$ cat src/rtl/dram_ctl_regs.svh
// Purpose: Constants for the DRAM init, address mux and refresh block
// Assumes: Included by its bare name from the design and the bench
// Notes:   Offsets are absent; configuration arrives on plain ports
`ifndef DRAM_CTL_REGS_SVH
`define DRAM_CTL_REGS_SVH

// =====================================================================
// Command words
`define CMD_PRECHARGE     32'h00000004
`define CMD_CBR_REFRESH   32'h00000005

// =====================================================================
// Column length encodings and split base
`define COL_LEN_8         2'h0
`define COL_LEN_9         2'h1
`define COL_LEN_10        2'h2
`define COL_SPLIT_BASE    5'h08

// =====================================================================
// Reset values
`define IDLE_COUNT_RST    4'h3
`define BUS_WIDTH_RST     2'h0

// =====================================================================
// Timing: power-up settle time kept by software, in microseconds
`define INIT_WAIT_US      200
`define CLK_MHZ           125
`define INIT_WAIT_CYC     (`INIT_WAIT_US * `CLK_MHZ)

`endif

$ cat src/rtl/dram_ctl_pkg.sv
// Purpose: Types for the DRAM init, address mux and refresh block
// Assumes: Constants come from dram_ctl_regs.svh
// Notes:   States are one-hot
package dram_ctl_pkg;

    // =================================================================
    // Controller states
    typedef enum logic [4:0] {
        ST_IDLE = 5'b00001,
        ST_ACT  = 5'b00010,
        ST_COL  = 5'b00100,
        ST_PRE  = 5'b01000,
        ST_REF  = 5'b10000
    } state_t;

    // =================================================================
    // DRAM command pins, all active low
    typedef struct packed {
        logic cs_n;
        logic ras_n;
        logic cas_n;
        logic we_n;
    } dram_cmd_t;

    // =================================================================
    // Software configuration image
    typedef struct packed {
        logic [1:0] bus_width;
        logic       width16;
        logic [2:0] timing;
        logic       sdram;
        logic [1:0] col_len;
        logic       auto_refresh;
        logic       pd_enable;
        logic [3:0] idle_count;
        logic [7:0] ref_period_a;
        logic [7:0] ref_period_b;
    } dram_cfg_t;

endpackage : dram_ctl_pkg

$ cat src/rtl/dram_ctl.sv
// Purpose: DRAM controller core: init commands, row/column mux, refresh, power-down
// Assumes: Single clock, synchronous active-high reset, software follows init order
// Notes:   Auto-precharge is never used; every access ends with precharge-all
`timescale 1ns/100ps
`include "dram_ctl_regs.svh"

// Overview of operation
// - Disabled strap stops the controller and ignores all configuration and command writes.
// - Command word 0x00000004 issues a precharge of all banks.
// - Each command word 0x00000005 queues one CBR refresh, pending count saturating at 15; init writes eight.
// - Column-length codes 00, 01, 10 split host address at 8, 9, 10 bits.
// - Row phase carries host bit k plus column length; unused upper outputs are 0.
// - Column lengths of 11 or more bits are not supported.
// - Width bit picks 16-bit or 8-bit bus; the pin mapping is the same for both.
// - SDRAM may only run on the 16-bit bus width.
// - For EDO, column-phase address bit 11 carries host bit 11.
// - For SDRAM, address bit 11 is 0 on READ/WRITE: no auto-precharge.
// - For SDRAM, address bits 18 to 12 hold the bank in both phases.
// - Distributed CBR refresh is issued at intervals set by two period registers.
// - Automatic refresh runs while the auto-refresh bit is set, stops when cleared.
// - A refresh command word refreshes once whenever the strap is enabled, auto refresh or not.
// - Idle count field plus one gives 1 to 16 idle cycles before power-down.
// - On SDRAM, clock enable drops when enabled, idle long enough, no requests; rises on any.
module dram_ctl
    import dram_ctl_pkg::*;
(
    input  wire logic        clk_in,
    input  wire logic        rst_in,
    input  wire logic        ce_in,
    input  wire logic        memctl_enable_strap_n_in,
    input  wire logic        cfg_wr_in,
    input  wire dram_cfg_t   cfg_in,
    input  wire logic        cmd_wr_in,
    input  wire logic [31:0] cmd_data_in,
    input  wire logic        host_req_in,
    input  wire logic        host_write_in,
    input  wire logic [26:0] host_address_in,
    output logic             host_ack_out,
    output logic [23:0]      external_address_out,
    output dram_cmd_t        dram_cmd_out,
    output logic             cke_out,
    output logic             ctl_on_out
);

    // =================================================================
    // Command encodings
    localparam dram_cmd_t CMD_NOP  = 4'b0111;
    localparam dram_cmd_t CMD_ACT  = 4'b0011;
    localparam dram_cmd_t CMD_RD   = 4'b0101;
    localparam dram_cmd_t CMD_WR   = 4'b0100;
    localparam dram_cmd_t CMD_PALL = 4'b0010;
    localparam dram_cmd_t CMD_REFH = 4'b0001;

    function automatic logic cmd_is(input logic [31:0] data, input logic [31:0] code);
        cmd_is = (data == code);
    endfunction : cmd_is

    // =================================================================
    // State
    logic        strap_meta_ff, strap_n_ff;
    dram_cfg_t   cfg_ff;
    state_t      state_ff, nxt_state;
    logic [2:0]  wait_ff;
    logic [3:0]  ref_cnt_ff;
    logic        pre_pend_ff;
    logic [7:0]  pre_div_ff, per_cnt_ff;
    logic [4:0]  idle_cnt_ff;
    logic        acc_write_ff;
    logic [23:0] nxt_addr;
    dram_cmd_t   nxt_cmd;

    // =================================================================
    // Strap pin synchroniser; the first stage feeds only the second
    always_ff @(posedge clk_in) begin
        if (rst_in) begin
            strap_meta_ff <= 1'b1;
            strap_n_ff    <= 1'b1;
        end else if (ce_in) begin
            strap_meta_ff <= memctl_enable_strap_n_in;
            strap_n_ff    <= strap_meta_ff;
        end
    end

    wire strap_on = ~strap_n_ff;
    wire cfg_take = strap_on & cfg_wr_in;
    wire cmd_take = strap_on & cmd_wr_in;
    wire cmd_pre  = cmd_take & cmd_is(cmd_data_in, `CMD_PRECHARGE);
    wire cmd_ref  = cmd_take & cmd_is(cmd_data_in, `CMD_CBR_REFRESH);

    // Column code 11 leaves memory unusable
    wire col_ok = (cfg_ff.col_len != 2'h3);
    // SDRAM on the 8-bit bus is refused
    wire width_ok = cfg_ff.width16 | ~cfg_ff.sdram;
    // Nonzero width enables access; width bit only gates SDRAM
    wire ctl_on = strap_on & (cfg_ff.bus_width != `BUS_WIDTH_RST) & col_ok & width_ok;

    always_ff @(posedge clk_in) begin
        if (rst_in) begin
            cfg_ff            <= '0;
            cfg_ff.idle_count <= `IDLE_COUNT_RST;
        end else if (ce_in && cfg_take) begin
            cfg_ff <= cfg_in;
        end
    end

    // =================================================================
    // Address multiplexing
    // Split point is base plus column code
    wire [4:0]  col_bits = `COL_SPLIT_BASE + {3'h0, cfg_ff.col_len};
    wire [31:0] host_ext = {5'h00, host_address_in};
    // Row half shifted down; bits past host bit 26 fill with 0
    wire [31:0] row_sh   = host_ext >> col_bits;
    wire [23:0] row_addr = row_sh[23:0];
    // EDO carries host bit 11; SDRAM forces 0
    wire        col_a11  = cfg_ff.sdram ? 1'b0 : host_address_in[11];
    // Bank bits repeat the row value in the column phase
    wire [23:0] col_addr = {5'h00, row_addr[18:12], col_a11, host_address_in[10:0]};

    // =================================================================
    // Distributed refresh timer
    // Interval is (a+1)*(b+1) cycles
    wire pre_wrap = (pre_div_ff == 8'h00);
    wire ref_tick = cfg_ff.auto_refresh & ctl_on & pre_wrap & (per_cnt_ff == 8'h00);

    always_ff @(posedge clk_in) begin
        if (rst_in) begin
            pre_div_ff <= 8'h00;
            per_cnt_ff <= 8'h00;
        // Timer reloaded from both period fields while auto refresh is off
        end else if (ce_in && !(cfg_ff.auto_refresh && ctl_on)) begin
            pre_div_ff <= cfg_ff.ref_period_a;
            per_cnt_ff <= cfg_ff.ref_period_b;
        end else if (ce_in) begin
            pre_div_ff <= pre_wrap ? cfg_ff.ref_period_a : pre_div_ff - 8'h01;
            if (pre_wrap) begin
                per_cnt_ff <= (per_cnt_ff == 8'h00) ? cfg_ff.ref_period_b : per_cnt_ff - 8'h01;
            end
        end
    end

    // =================================================================
    // Pending commands; a new request wins over the clear
    wire ref_start = (state_ff == ST_IDLE) && (nxt_state == ST_REF);
    wire pre_start = (state_ff == ST_IDLE) && (nxt_state == ST_PRE);
    // Each write or tick counts one refresh
    wire [1:0] ref_add = {1'b0, cmd_ref} + {1'b0, ref_tick};
    wire [3:0] ref_sum = ref_cnt_ff + {2'h0, ref_add} - {3'h0, ref_start};

    always_ff @(posedge clk_in) begin
        if (rst_in) begin
            ref_cnt_ff  <= 4'h0;
            pre_pend_ff <= 1'b0;
        end else if (ce_in) begin
            ref_cnt_ff  <= (ref_cnt_ff >= 4'he && ref_add != 2'h0) ? 4'hf : ref_sum;
            pre_pend_ff <= cmd_pre | (pre_pend_ff & ~pre_start);
        end
    end

    // =================================================================
    // Access sequencer
    wire wait_done = (wait_ff == 3'h0);
    wire can_go    = ctl_on & cke_out;

    always_comb begin
        nxt_state = state_ff;
        unique case (state_ff)
            ST_IDLE: begin
                // Refresh first, then precharge, then host
                if (!can_go)
                    nxt_state = ST_IDLE;
                else if (ref_cnt_ff != 4'h0)
                    nxt_state = ST_REF;
                else if (pre_pend_ff)
                    nxt_state = ST_PRE;
                else if (host_req_in)
                    nxt_state = ST_ACT;
            end
            ST_ACT:  if (wait_done) nxt_state = ST_COL;
            ST_COL:  if (wait_done) nxt_state = ST_PRE;
            ST_PRE:  if (wait_done) nxt_state = ST_IDLE;
            ST_REF:  if (wait_done) nxt_state = ST_IDLE;
        endcase
        // No operation with the strap off
        if (!strap_on)
            nxt_state = ST_IDLE;
    end

    wire entering = (nxt_state != state_ff) && (nxt_state != ST_IDLE);
    wire acc_wr   = (state_ff == ST_IDLE) ? host_write_in : acc_write_ff;

    always_comb begin
        nxt_cmd  = CMD_NOP;
        nxt_addr = external_address_out;
        if (entering) begin
            unique case (nxt_state)
                ST_ACT: begin
                    nxt_cmd  = CMD_ACT;
                    nxt_addr = row_addr;
                end
                ST_COL: begin
                    nxt_cmd  = acc_wr ? CMD_WR : CMD_RD;
                    nxt_addr = col_addr;
                end
                ST_PRE: nxt_cmd = CMD_PALL;
                ST_REF: nxt_cmd = CMD_REFH;
                default: nxt_cmd = CMD_NOP;
            endcase
        end
    end

    always_ff @(posedge clk_in) begin
        if (rst_in) begin
            state_ff             <= ST_IDLE;
            wait_ff              <= 3'h0;
            acc_write_ff         <= 1'b0;
            dram_cmd_out         <= CMD_NOP;
            external_address_out <= 24'h000000;
            host_ack_out         <= 1'b0;
        end else if (ce_in) begin
            state_ff             <= nxt_state;
            wait_ff              <= entering ? cfg_ff.timing : (wait_done ? 3'h0 : wait_ff - 3'h1);
            acc_write_ff         <= acc_wr;
            dram_cmd_out         <= nxt_cmd;
            external_address_out <= nxt_addr;
            host_ack_out         <= entering && (nxt_state == ST_COL);
        end
    end

    // =================================================================
    // Power-down
    // Idle threshold is field plus one
    wire [4:0] idle_need = {1'b0, cfg_ff.idle_count} + 5'h01;
    wire       quiet     = (state_ff == ST_IDLE) & ~host_req_in & ~cfg_wr_in & ~cmd_wr_in
                           & (ref_cnt_ff == 4'h0) & ~pre_pend_ff & ~ref_tick;
    // Clock enable low only while quiet and idle long enough
    wire       pd_go     = cfg_ff.pd_enable & cfg_ff.sdram & ctl_on & quiet & (idle_cnt_ff >= idle_need);

    always_ff @(posedge clk_in) begin
        if (rst_in) begin
            idle_cnt_ff <= 5'h00;
            cke_out     <= 1'b1;
            ctl_on_out  <= 1'b0;
        end else if (ce_in) begin
            idle_cnt_ff <= !quiet ? 5'h00 : (idle_cnt_ff == 5'h10 ? idle_cnt_ff : idle_cnt_ff + 5'h01);
            cke_out     <= ~pd_go;
            ctl_on_out  <= ctl_on;
        end
    end
endmodule : dram_ctl

$ cat config.mk
export PLATFORM = sky130hd
export DESIGN_NAME = dram_ctl
export DESIGN_NICKNAME = d
export VERILOG_FILES = /design/src/rtl/dram_ctl_pkg.sv /design/src/rtl/dram_ctl.sv
export VERILOG_INCLUDE_DIRS = /design/src /design/src/rtl
export SDC_FILE = /design/constraint.sdc
export NUM_CORES = 1
export LEC_CHECK = 0
export ABC_AREA = 1
export BUFFER_PORTS_ARGS = -buffer_cell sky130_fd_sc_hd__buf_4
export CORE_MARGIN = 2
export CORE_UTILIZATION = 59
export DETAILED_ROUTE_END_ITERATION = 12
export PLACE_DENSITY = 0.95
export SYNTH_ARGS = -nofsm -noshare
export SYNTH_HDL_FRONTEND = slang
export SYNTH_SLANG_ARGS = --single-unit
export TNS_END_PERCENT = 20
$ cat constraint.sdc
create_clock -name clk_in -period 6.4 [get_ports clk_in]
set_input_delay 0.96 -clock clk_in [delete_from_list [all_inputs] [get_ports clk_in]]
set_output_delay 0.96 -clock clk_in [all_outputs]
set_load 0.05 [all_outputs]
Word level (Yosys, flattened, before mapping)
Index checks and enable logic that the tools add are counted.

operators by class
  $add $sub $neg = 9
  order comparisons = 2
  eq/ne operators = 16
  shift operators = 1
  mux-type cells = 27
  bitwise logic cells = 33
  reduce and logical (&&, ||, !) cells = 23

operators with widths
  cell                   count
  $eq A32 B3 Y1 const B  2
  $mux W8                7
  $mux W5                10
  $pmux W24 S2           1
  $shr A27 B5 Y24        1
  $and A1 B1 Y1          22
  $pmux W5 S4            1
  $logic_not A8 Y1       2
  $sub A8 B1 Y8 const B  2
  $eq A5 B5 Y1 const B   3
  $pmux W3 S4            1
  $eq A5 B2 Y1 const B   2
  $eq A5 B3 Y1 const B   2
  $eq A5 B4 Y1 const B   2
  $reduce_bool A2 Y1     5
  $mux W3                3
  $not A1 Y1             9
  $logic_and A1 B1 Y1    8
  $add A4 B1 Y5 const B  1
  $add A4 B2 Y5 const A  1
  $add A5 B1 Y5 const B  1
  $eq A5 B1 Y1 const B   1
  $ge A5 B5 Y1           1
  $ne A5 B1 Y1 const B   1
  17 further kinds       22

word-level totals
  register bits = 99
  input port bits = 98
  output and inout bits = 31
  logic and storage cells = 139

Longest topological paths before layout
Gate-level depths: netlist of run 1.

  word-level depth = 13
  mapped depth = 24
  mapped depth without buffers = 23

Worst setup path after synthesis of run 1
No wires, ideal clock.

  kind = input -> register
  start = input host_req_in
  end = register ref_cnt_ff[2]
  setup time = 95 ps
  arrival = 3036 ps
  data required time = 6305 ps
  setup slack = 3269 ps
  stages = 17
  buffers on the path = 0
  cell sequence = inv_1 > nand3_1 > nor2_1 > nor2_1 > nor2_1 > nor2_2 > nand2_2 > nor2b_4 > nand3_1 > nor2_1 > ha_1 > inv_1 > ha_1 > inv_1 > fa_1 > xor2_1 > a221oi_1

between the ends
  word-level cells in the longest chain between the ends = 10

ends and longest elaborated chain
  what                    RTL line         RTL
  start: declaration      dram_ctl.sv:35   input wire logic host_req_in,
  $mux W5                 dram_ctl.sv:175  else if (host_req_in)
  $mux W5                 dram_ctl.sv:173  else if (pre_pend_ff)
  $mux W5                 dram_ctl.sv:171  else if (ref_cnt_ff != 4'h0)
  $mux W5                 dram_ctl.sv:169  if (!can_go)
  $pmux W5 S4             dram_ctl.sv:166  unique case (state_ff)
  $mux W5                 dram_ctl.sv:184  if (!strap_on)
  $eq A5 B5 Y1            dram_ctl.sv:143  wire ref_start = (state_ff == ST_IDLE) && (nxt_state == ST_REF);
  $logic_and A1 B1 Y1     dram_ctl.sv:143
  $sub A4 B1 Y4           dram_ctl.sv:147  wire [3:0] ref_sum = ref_cnt_ff + {2'h0, ref_add} - {3'h0, ref_start};
  $mux W4                 dram_ctl.sv:154  ref_cnt_ff <= (ref_cnt_ff >= 4'he && ref_add != 2'h0) ? 4'hf : ref_sum;
  end signal: assignment  dram_ctl.sv:154
  end: declaration        dram_ctl.sv:64   logic [3:0] ref_cnt_ff;

Every way passes these cells.
A chain may end at the register's enable or synchronous reset.

Worst setup path in the final report of run 1
  start = register pre_div_ff[0]
  end = register ref_cnt_ff[2]

between the ends
  word-level cells in the longest chain between the ends = 7
  elaborated cells on any way between the ends = 9
  those cells by class = add/sub: 3; mux: 1; bitwise: 2; reduce/logical: 3

ends and longest elaborated chain
  what                                                  RTL line                          RTL
  start: declaration                                    dram_ctl.sv:66                    logic [7:0] pre_div_ff, per_cnt_ff;
  start signal: assignment                              dram_ctl.sv:131                   pre_div_ff <= cfg_ff.ref_period_a;
  start signal: assignment                              dram_ctl.sv:134                   pre_div_ff <= pre_wrap ? cfg_ff.ref_period_a : pre_div_ff - 8'h01;
  $logic_not A8 Y1 *                                    dram_ctl.sv:122                   wire pre_wrap = (pre_div_ff == 8'h00);
  $and A1 B1 Y1 * (2 in series)                         dram_ctl.sv:123                   wire ref_tick = cfg_ff.auto_refresh & ctl_on & pre_wrap & (per_cnt_ff == 8'h00);
  $add A1 B1 Y2 *                                       dram_ctl.sv:146                   wire [1:0] ref_add = {1'b0, cmd_ref} + {1'b0, ref_tick};
  $add A4 B2 Y4 or $reduce_bool A2 Y1 (tied branches)   dram_ctl.sv:147, dram_ctl.sv:154
  $sub A4 B1 Y4 or $logic_and A1 B1 Y1 (tied branches)  dram_ctl.sv:147, dram_ctl.sv:154
  $mux W4 *                                             dram_ctl.sv:154

Every way passes the cells marked *; elsewhere a longest branch is shown, timed or not.

==> reports/results.ini, run 1 <==
[status]
status=finished clean

[critical_path]
crit_buf_inv=6
required_ns=6.67
critical_path_class=reg2reg
crit_path_start_kind=flip-flop
cpMaxStageDelayCell=fa_1
worstPathMaxFanout=3
critPathMaxStageDelay_ns=0.37
crit_path_end_kind=flip-flop
worst-path-stages=18
critPathArrivalTime_ns=3.76
critPathMostFrequentCell=inv_1
reg2regPathDepth=18
path_cells=inv_1 -> ha_1 -> inv_1 -> nor3_1 -> nand3b_1 -> nor2_1 -> nand2_1 -> nor3_1 -> inv_1 -> ha_1 -> inv_1 -> ha_1 -> inv_1 -> ha_1 -> inv_1 -> fa_1 -> xor2_1 -> a221oi_1
cp_top_family=adder cells

[detailed_routing]
vias=5619
dr.max_layer_used=met4
viasPerCell=5.47
routedWlPerCell_um=13.1
first_pass_iters=5
drt_iter0_markers=354
ant_nets=0
routed-wl-met2_mm=6.38
wl_met1_mm=5.85
wl_met3_um=859
drt_wl_total_mm=13.5
drc=0

[synthesis]
avgSynthCellArea_um2=6.68
synth_edf_count=0
seq_area_frac_synth=0.342
synth_area_um2=5450
synthArstFlopShare=0
synth_cell_types=43
yosys_warnings=0
synth_cells=816
ys_ff_latch=93
synth_ff_type=dfxtp_1

[timing]
hold_viol=0
max_slew_margin=0.261
setup_ws_ns=2.91
setup-violations-final=0
fin_crit_ns=3.49
fin_crit_sh=0.545
slew_viol_final=0
tns_ns=0
tightest_slew_ns=1.11
whs_ns=0.464
rsz0062_at_grt=false
skew_ns=0.0104
fmax_ghz=0.287

[floorplanning]
pin_count=129
core.rowCount=35
die_w_um=100
core_um2=9110
start_util=0.598
die_area_um2=10000
die_h_um=100

[power_and_ir_drop]
combPwrFrac=0.222
vdd_drop_max_uv=141
p_sw_w=0.000399
switching_share=0.314
internal-power_w=0.000870
total_power_w=0.00127
clkPwrFrac=0.283
p_per_area_nw_per_um2=195
sequentialPowerShare=0.495
power.leakage_nw=2.98

[clock_network]
clock-root-buffer=clkbuf_8
cts_resized=0
ctsHoldBuffers=0
clkLatencyLatePin_ns=0.36
path_clk_slew_ns=0.10
cts_buffers=9
postCtsSetupRepairBufs=0
cts_max_level=3
cts_tree=built
cts_max_path_buffers=2
cts.sinks=93

[grt]
grt_max_degree=48
track_usage=0.273
grt-ovfl-total=0
grt_pass1_wl_mm=22.6
antenna_found_initial=0
grt_pass1_vias=5175

[finish]
layout_common_cells=nand2_1 (155), buf_4 (123), o21ai_0 (95)
fill_cells=759
syn_to_final_growth_pct=19.1
register_area_um2=1860
final_core_util=0.713
n_antenna_cell=0
multi_input_area_um2=3030
drive_gt1_frac=0.183
layout_commonest_cell=nand2_1
final_nets=1030

[place]
hpwl_mm=9.77
numPortBuffers=122
place_congestion=0.973
post-place-ws_ns=2.68

[worst_hold_path]
hold_class=reg2reg
min_path_cells=2

[flow_run]
cap_viol_max_count=0

==> cell usage after synthesis (all sizes together) (2+ instances only) <==
cell type,instances,area (um2)
a211oi,3,22.5
a21oi,82,422
a221oi,4,35.0
buf,18,129
clkbuf,25,93.8
clkinv,2,7.51
dfxtp,93,1860
ha,19,238
inv,94,353
mux2i,3,30.0
nand2,163,642
nand3,53,295
nand4,18,113
nor2,95,382
nor3,10,50.1
nor4,9,56.3
o211ai,6,45.0
o21ai,98,494
xnor2,3,26.3
xor2,7,61.3
==> cells by family (layout without fill, tap and decap cells) <==
family,after synthesis,count (layout),synth area share
simple gates,353,353,0.289
compound gates,197,197,0.193
buf+inv,139,235,0.107
flops,93,93,0.342
fa+ha+maj,20,20,0.0473
xor+xnor,10,10,0.0161
mux,3,3,0.00551
other cells,1,6,0.000688
==> state kept, by name, summed over array words and instances, names as in the netlist <==
| signal | count |
|---|---|
| cfg_ff | 31 |
| external_address_out | 19 |
| per_cnt_ff | 8 |
| pre_div_ff | 8 |
| idle_cnt_ff | 5 |
| state_ff | 5 |
| ref_cnt_ff | 4 |
| dram_cmd_out | 3 |
| wait_ff | 3 |
| acc_write_ff | 1 |
| cke_out | 1 |
| ctl_on_out | 1 |
| host_ack_out | 1 |
| pre_pend_ff | 1 |
| strap_meta_ff | 1 |
| strap_n_ff | 1 |
==> through the flow <==
step                      cell area, um2  cells
final                               6490   1028
after global routing                6490   1028
after CTS                           6490   1028
after detailed placement            6310   1012
after global placement              6310   1012
after floorplan                     5470    821
==> final cells by class <==
class                           count  area share
Clock inverter                      5     0.00540
Sequential cell                    93       0.287
Inverter                           96      0.0555
Timing Repair Buffer              123       0.142
Multi-Input combinational cell    589       0.467
Tap cell                          111      0.0214
Clock buffer                       11      0.0218
==> worst register-to-register path, stage by stage (launching register included) <==
cell and delay, ns:
dfxtp_1 0.31, inv_1 0.09, ha_1 0.19, inv_1 0.05, nor3_1 0.25, nand3b_1 0.15
nor2_1 0.14, nand2_1 0.08, nor3_1 0.35, inv_1 0.15, ha_1 0.30, inv_1 0.04
ha_1 0.27, inv_1 0.06, ha_1 0.15, inv_1 0.06, fa_1 0.37, xor2_1 0.15
a221oi_1 0.25
==> per-layer routing <==
layer  track usage  vias up
met1         0.340     2479
met4         0.120        0
li1              -     2877
met2         0.459      215
met5             0        -
met3        0.0501       48
==> final timing paths <==
check / startpoint / endpoint / slack, ns
worst max-delay path: pre_div_ff[0] / ref_cnt_ff[2] / 2.91
worst min-delay path: acc_write_ff / acc_write_ff / 0.46
worst max register to register: pre_div_ff[0] / ref_cnt_ff[2] / 2.91
worst min register to register: acc_write_ff / acc_write_ff / 0.46
==> power groups by stage <==
stage | registers (W) | clock network, W | logic [W]
floorplan | 0.000637 | 0 | 0.000192
global placement | 0.000639 | 0 | 0.000270
detailed placement | 0.000640 | 0 | 0.000277
CTS | 0.000627 | 0.000363 | 0.000279
global route | 0.000632 | 0.000383 | 0.000318
finish | 0.000628 | 0.000359 | 0.000282
Power figures use the tool's default switching activity.
==> run 2, diff against run 1 <==
- CORE_UTILIZATION: 59 -> 49
- PLACE_DENSITY: 0.95 -> 0.85
- clock period: 6.4 -> 3.2 ns (I/O delays scaled with it)
==> run 2 against run 1 <==
- global-route usage is 3.9 points lower
- sequential share of layout area shrank 1.3 points
- worst setup slack worse by 2.8 ns
- via count grew 1.4%
==> reports/results.ini, run 2 (same netlist as run 1, synthesis figures left out) <==
[grt]
grt_pass1_vias=4961  ; -4.1%
track_usage=0.234  ; -0.0389
grt_max_degree=48  ; unchanged
grt_pass1_wl_mm=22.7  ; +0.37%
antenna_found_initial=0  ; unchanged
grt-ovfl-total=0  ; unchanged

[timing]
setup-violations-final=0  ; unchanged
slew_viol_final=0  ; unchanged
tightest_slew_ns=1.16  ; +0.0557 ns
setup_ws_ns=0.100  ; -2.81 ns
tns_ns=0  ; unchanged
skew_ns=0.00673  ; -0.00371 ns
max_slew_margin=0.224  ; -0.0371
hold_viol=0  ; unchanged
fmax_ghz=0.323  ; +13%
fin_crit_sh=0.969  ; +0.424
fin_crit_ns=3.10  ; -0.389 ns

[critical_path]
reg2reg_setup_slack_ns=0.10  ; -2.81 ns
crit_path_end_kind=flip-flop
worstPathMaxFanout=3  ; unchanged
reg2regPathDepth=18  ; unchanged
required_ns=3.46  ; -3.21 ns
critical_path_class=reg2reg
critPathArrivalTime_ns=3.36  ; -0.40 ns
crit-reg2reg-launch=pre_div_ff[0]
reg2reg_to=ref_cnt_ff[2]
crit_path_start_kind=flip-flop

[detailed_routing]
drc=0  ; unchanged
routed-wl-met2_mm=7.18  ; +13%
wl_met1_mm=6.14  ; +4.9%
dr.max_layer_used=met4
wl_met3_um=815  ; -5.1%
ant_nets=0  ; unchanged
vias=5698  ; +1.4%
first_pass_iters=5  ; unchanged
drt_iter0_markers=461  ; +30%
drt_wl_total_mm=14.3  ; +5.8%
viasPerCell=5.29  ; -3.2%
routedWlPerCell_um=13.3  ; +0.97%

[place]
hpwl_mm=10.1  ; +2.8%
place_area_um2=6460  ; +2.4%
dp_cells=1056  ; +4.3%
numPortBuffers=122  ; unchanged
post-place-ws_ns=0.0826  ; -2.60 ns
place_congestion=0.953  ; -2.1%

[clock_network]
clkLatencyLatePin_ns=0.36  ; about the same
cts_buffers=9  ; unchanged
path_clk_slew_ns=0.09  ; about the same
clock-root-buffer=clkbuf_8
ctsHoldBuffers=0  ; unchanged
cts_max_path_buffers=2  ; unchanged
cts.sinks=93  ; unchanged
cts_tree=built
cts_max_level=3  ; unchanged

[finish]
fill_cells=1018  ; +34%
n_antenna_cell=0  ; unchanged
layout_common_cells=nand2_1 (155), buf_4 (143), o21ai_0 (95)
fin_area_um2=6820  ; +5.1%
layout_commonest_cell=nand2_1
final_core_util=0.629  ; -0.0835
final_nets=1050  ; +1.9%
drive_gt1_frac=0.227  ; +0.0441
final_cells=1077  ; +4.8%
largest_reg_flops=31  ; unchanged
reg.largest.list=cfg_ff: 31 flops, external_address_out: 19 flops
largest-register=cfg_ff
syn_to_final_growth_pct=25.1

[power_and_ir_drop]
power.leakage_nw=3.11  ; +4.2%
vdd_drop_max_uv=386  ; +170%
p_per_area_nw_per_um2=405  ; +110%

[worst_hold_path]
hold_class=in2reg
worstHoldStart=memctl_enable_strap_n_in
whs_endpoint=strap_meta_ff
min_path_cells=3  ; +1

[floorplanning]
core_um2=10800  ; +19%
start_util=0.503  ; -0.0956
die_w_um=109  ; +9.3%
core.rowCount=38  ; +8.6%
die_area_um2=12000  ; +20%
die_h_um=109  ; +9.3%
pin_count=129  ; unchanged

[flow_run]
cap_viol_max_count=0  ; unchanged

[status]
status=finished clean

[run 2: changes by cell type in the layout (fill, tap and decap cells not counted), sizes merged]
| cell | delta |
|---|---|
| clkinvlp | -1 |
| bufinv | +2 |
| clkinv | -1 |
| buf | +20 |
[run 2: how the worst max path moves through the flow]
| stage | start | to | slack [ns] | cells after the start |
|---|---|---|---|---|
| floorplan | pre_div_ff[0] | ref_cnt_ff[2] | 0.14 | 18 |
| global placement | pre_div_ff[0] | ref_cnt_ff[2] | 0.16 | 18 |
| detailed placement | pre_div_ff[0] | ref_cnt_ff[2] | 0.08 | 18 |
| CTS | pre_div_ff[0] | ref_cnt_ff[2] | 0.05 | 18 |
| global route | pre_div_ff[0] | ref_cnt_ff[3] | -0.13 | 22 |
| finish | pre_div_ff[0] | ref_cnt_ff[2] | 0.10 | 18 |
[run 2: metrics by stage]
stage / power (W) / hold WS, ns
global placement: 0.00184 / 0.442
finish: 0.00277 / 0.322
floorplan: 0.00166 / 0.425
detailed placement: 0.00185 / 0.452
CTS: 0.00273 / 0.309
global route: 0.00291 / 0.316
[run 2: area by class of cell]
class | count | area [um2] | area share
clock buffer | 11 | 141 | 0.0207
clock inverter | 5 | 82.6 | 0.0121
sequential | 93 | 1870 | 0.274
multi-input combinational | 589 | 3120 | 0.457
timing repair buffer | 143 | 1070 | 0.157
inverter | 96 | 360 | 0.0528
tap | 140 | 175 | 0.0257
[run 2: per-layer routing]
layer  track usage  vias up
met5             0        -
met4        0.0479        0
met3        0.0468       15
met2         0.399      171
met1         0.306     2593
li1              -     2919
[run 2: power by group]
part	switching (W)	leakage, nW	internal [W]
logic	0.000362	2.23	0.000258
clock network	0.000427	0.114	0.000465
registers	0.0000426	0.758	0.00121
total	0.000831	3.11	0.00193
[run 2: critical path, stage by stage, from the launching register on]
cell and delay (ns):
dfxtp_2 0.34, inv_2 0.08, ha_4 0.13, inv_1 0.06, nor3_2 0.19, nand3b_1 0.15, nor2_2 0.15, nand2_1 0.09
nor3_2 0.19, inv_1 0.08, ha_1 0.29, inv_2 0.05, ha_4 0.22, inv_2 0.06, ha_4 0.12, inv_2 0.04
fa_2 0.37, xor2_1 0.15, a221oi_1 0.25
[run 2: timing repair]
action | CTS | global route
buffers inserted | 0 | 5
endpoints found under the setup margin | 0 | 3
gates resized for setup | 0 | 28
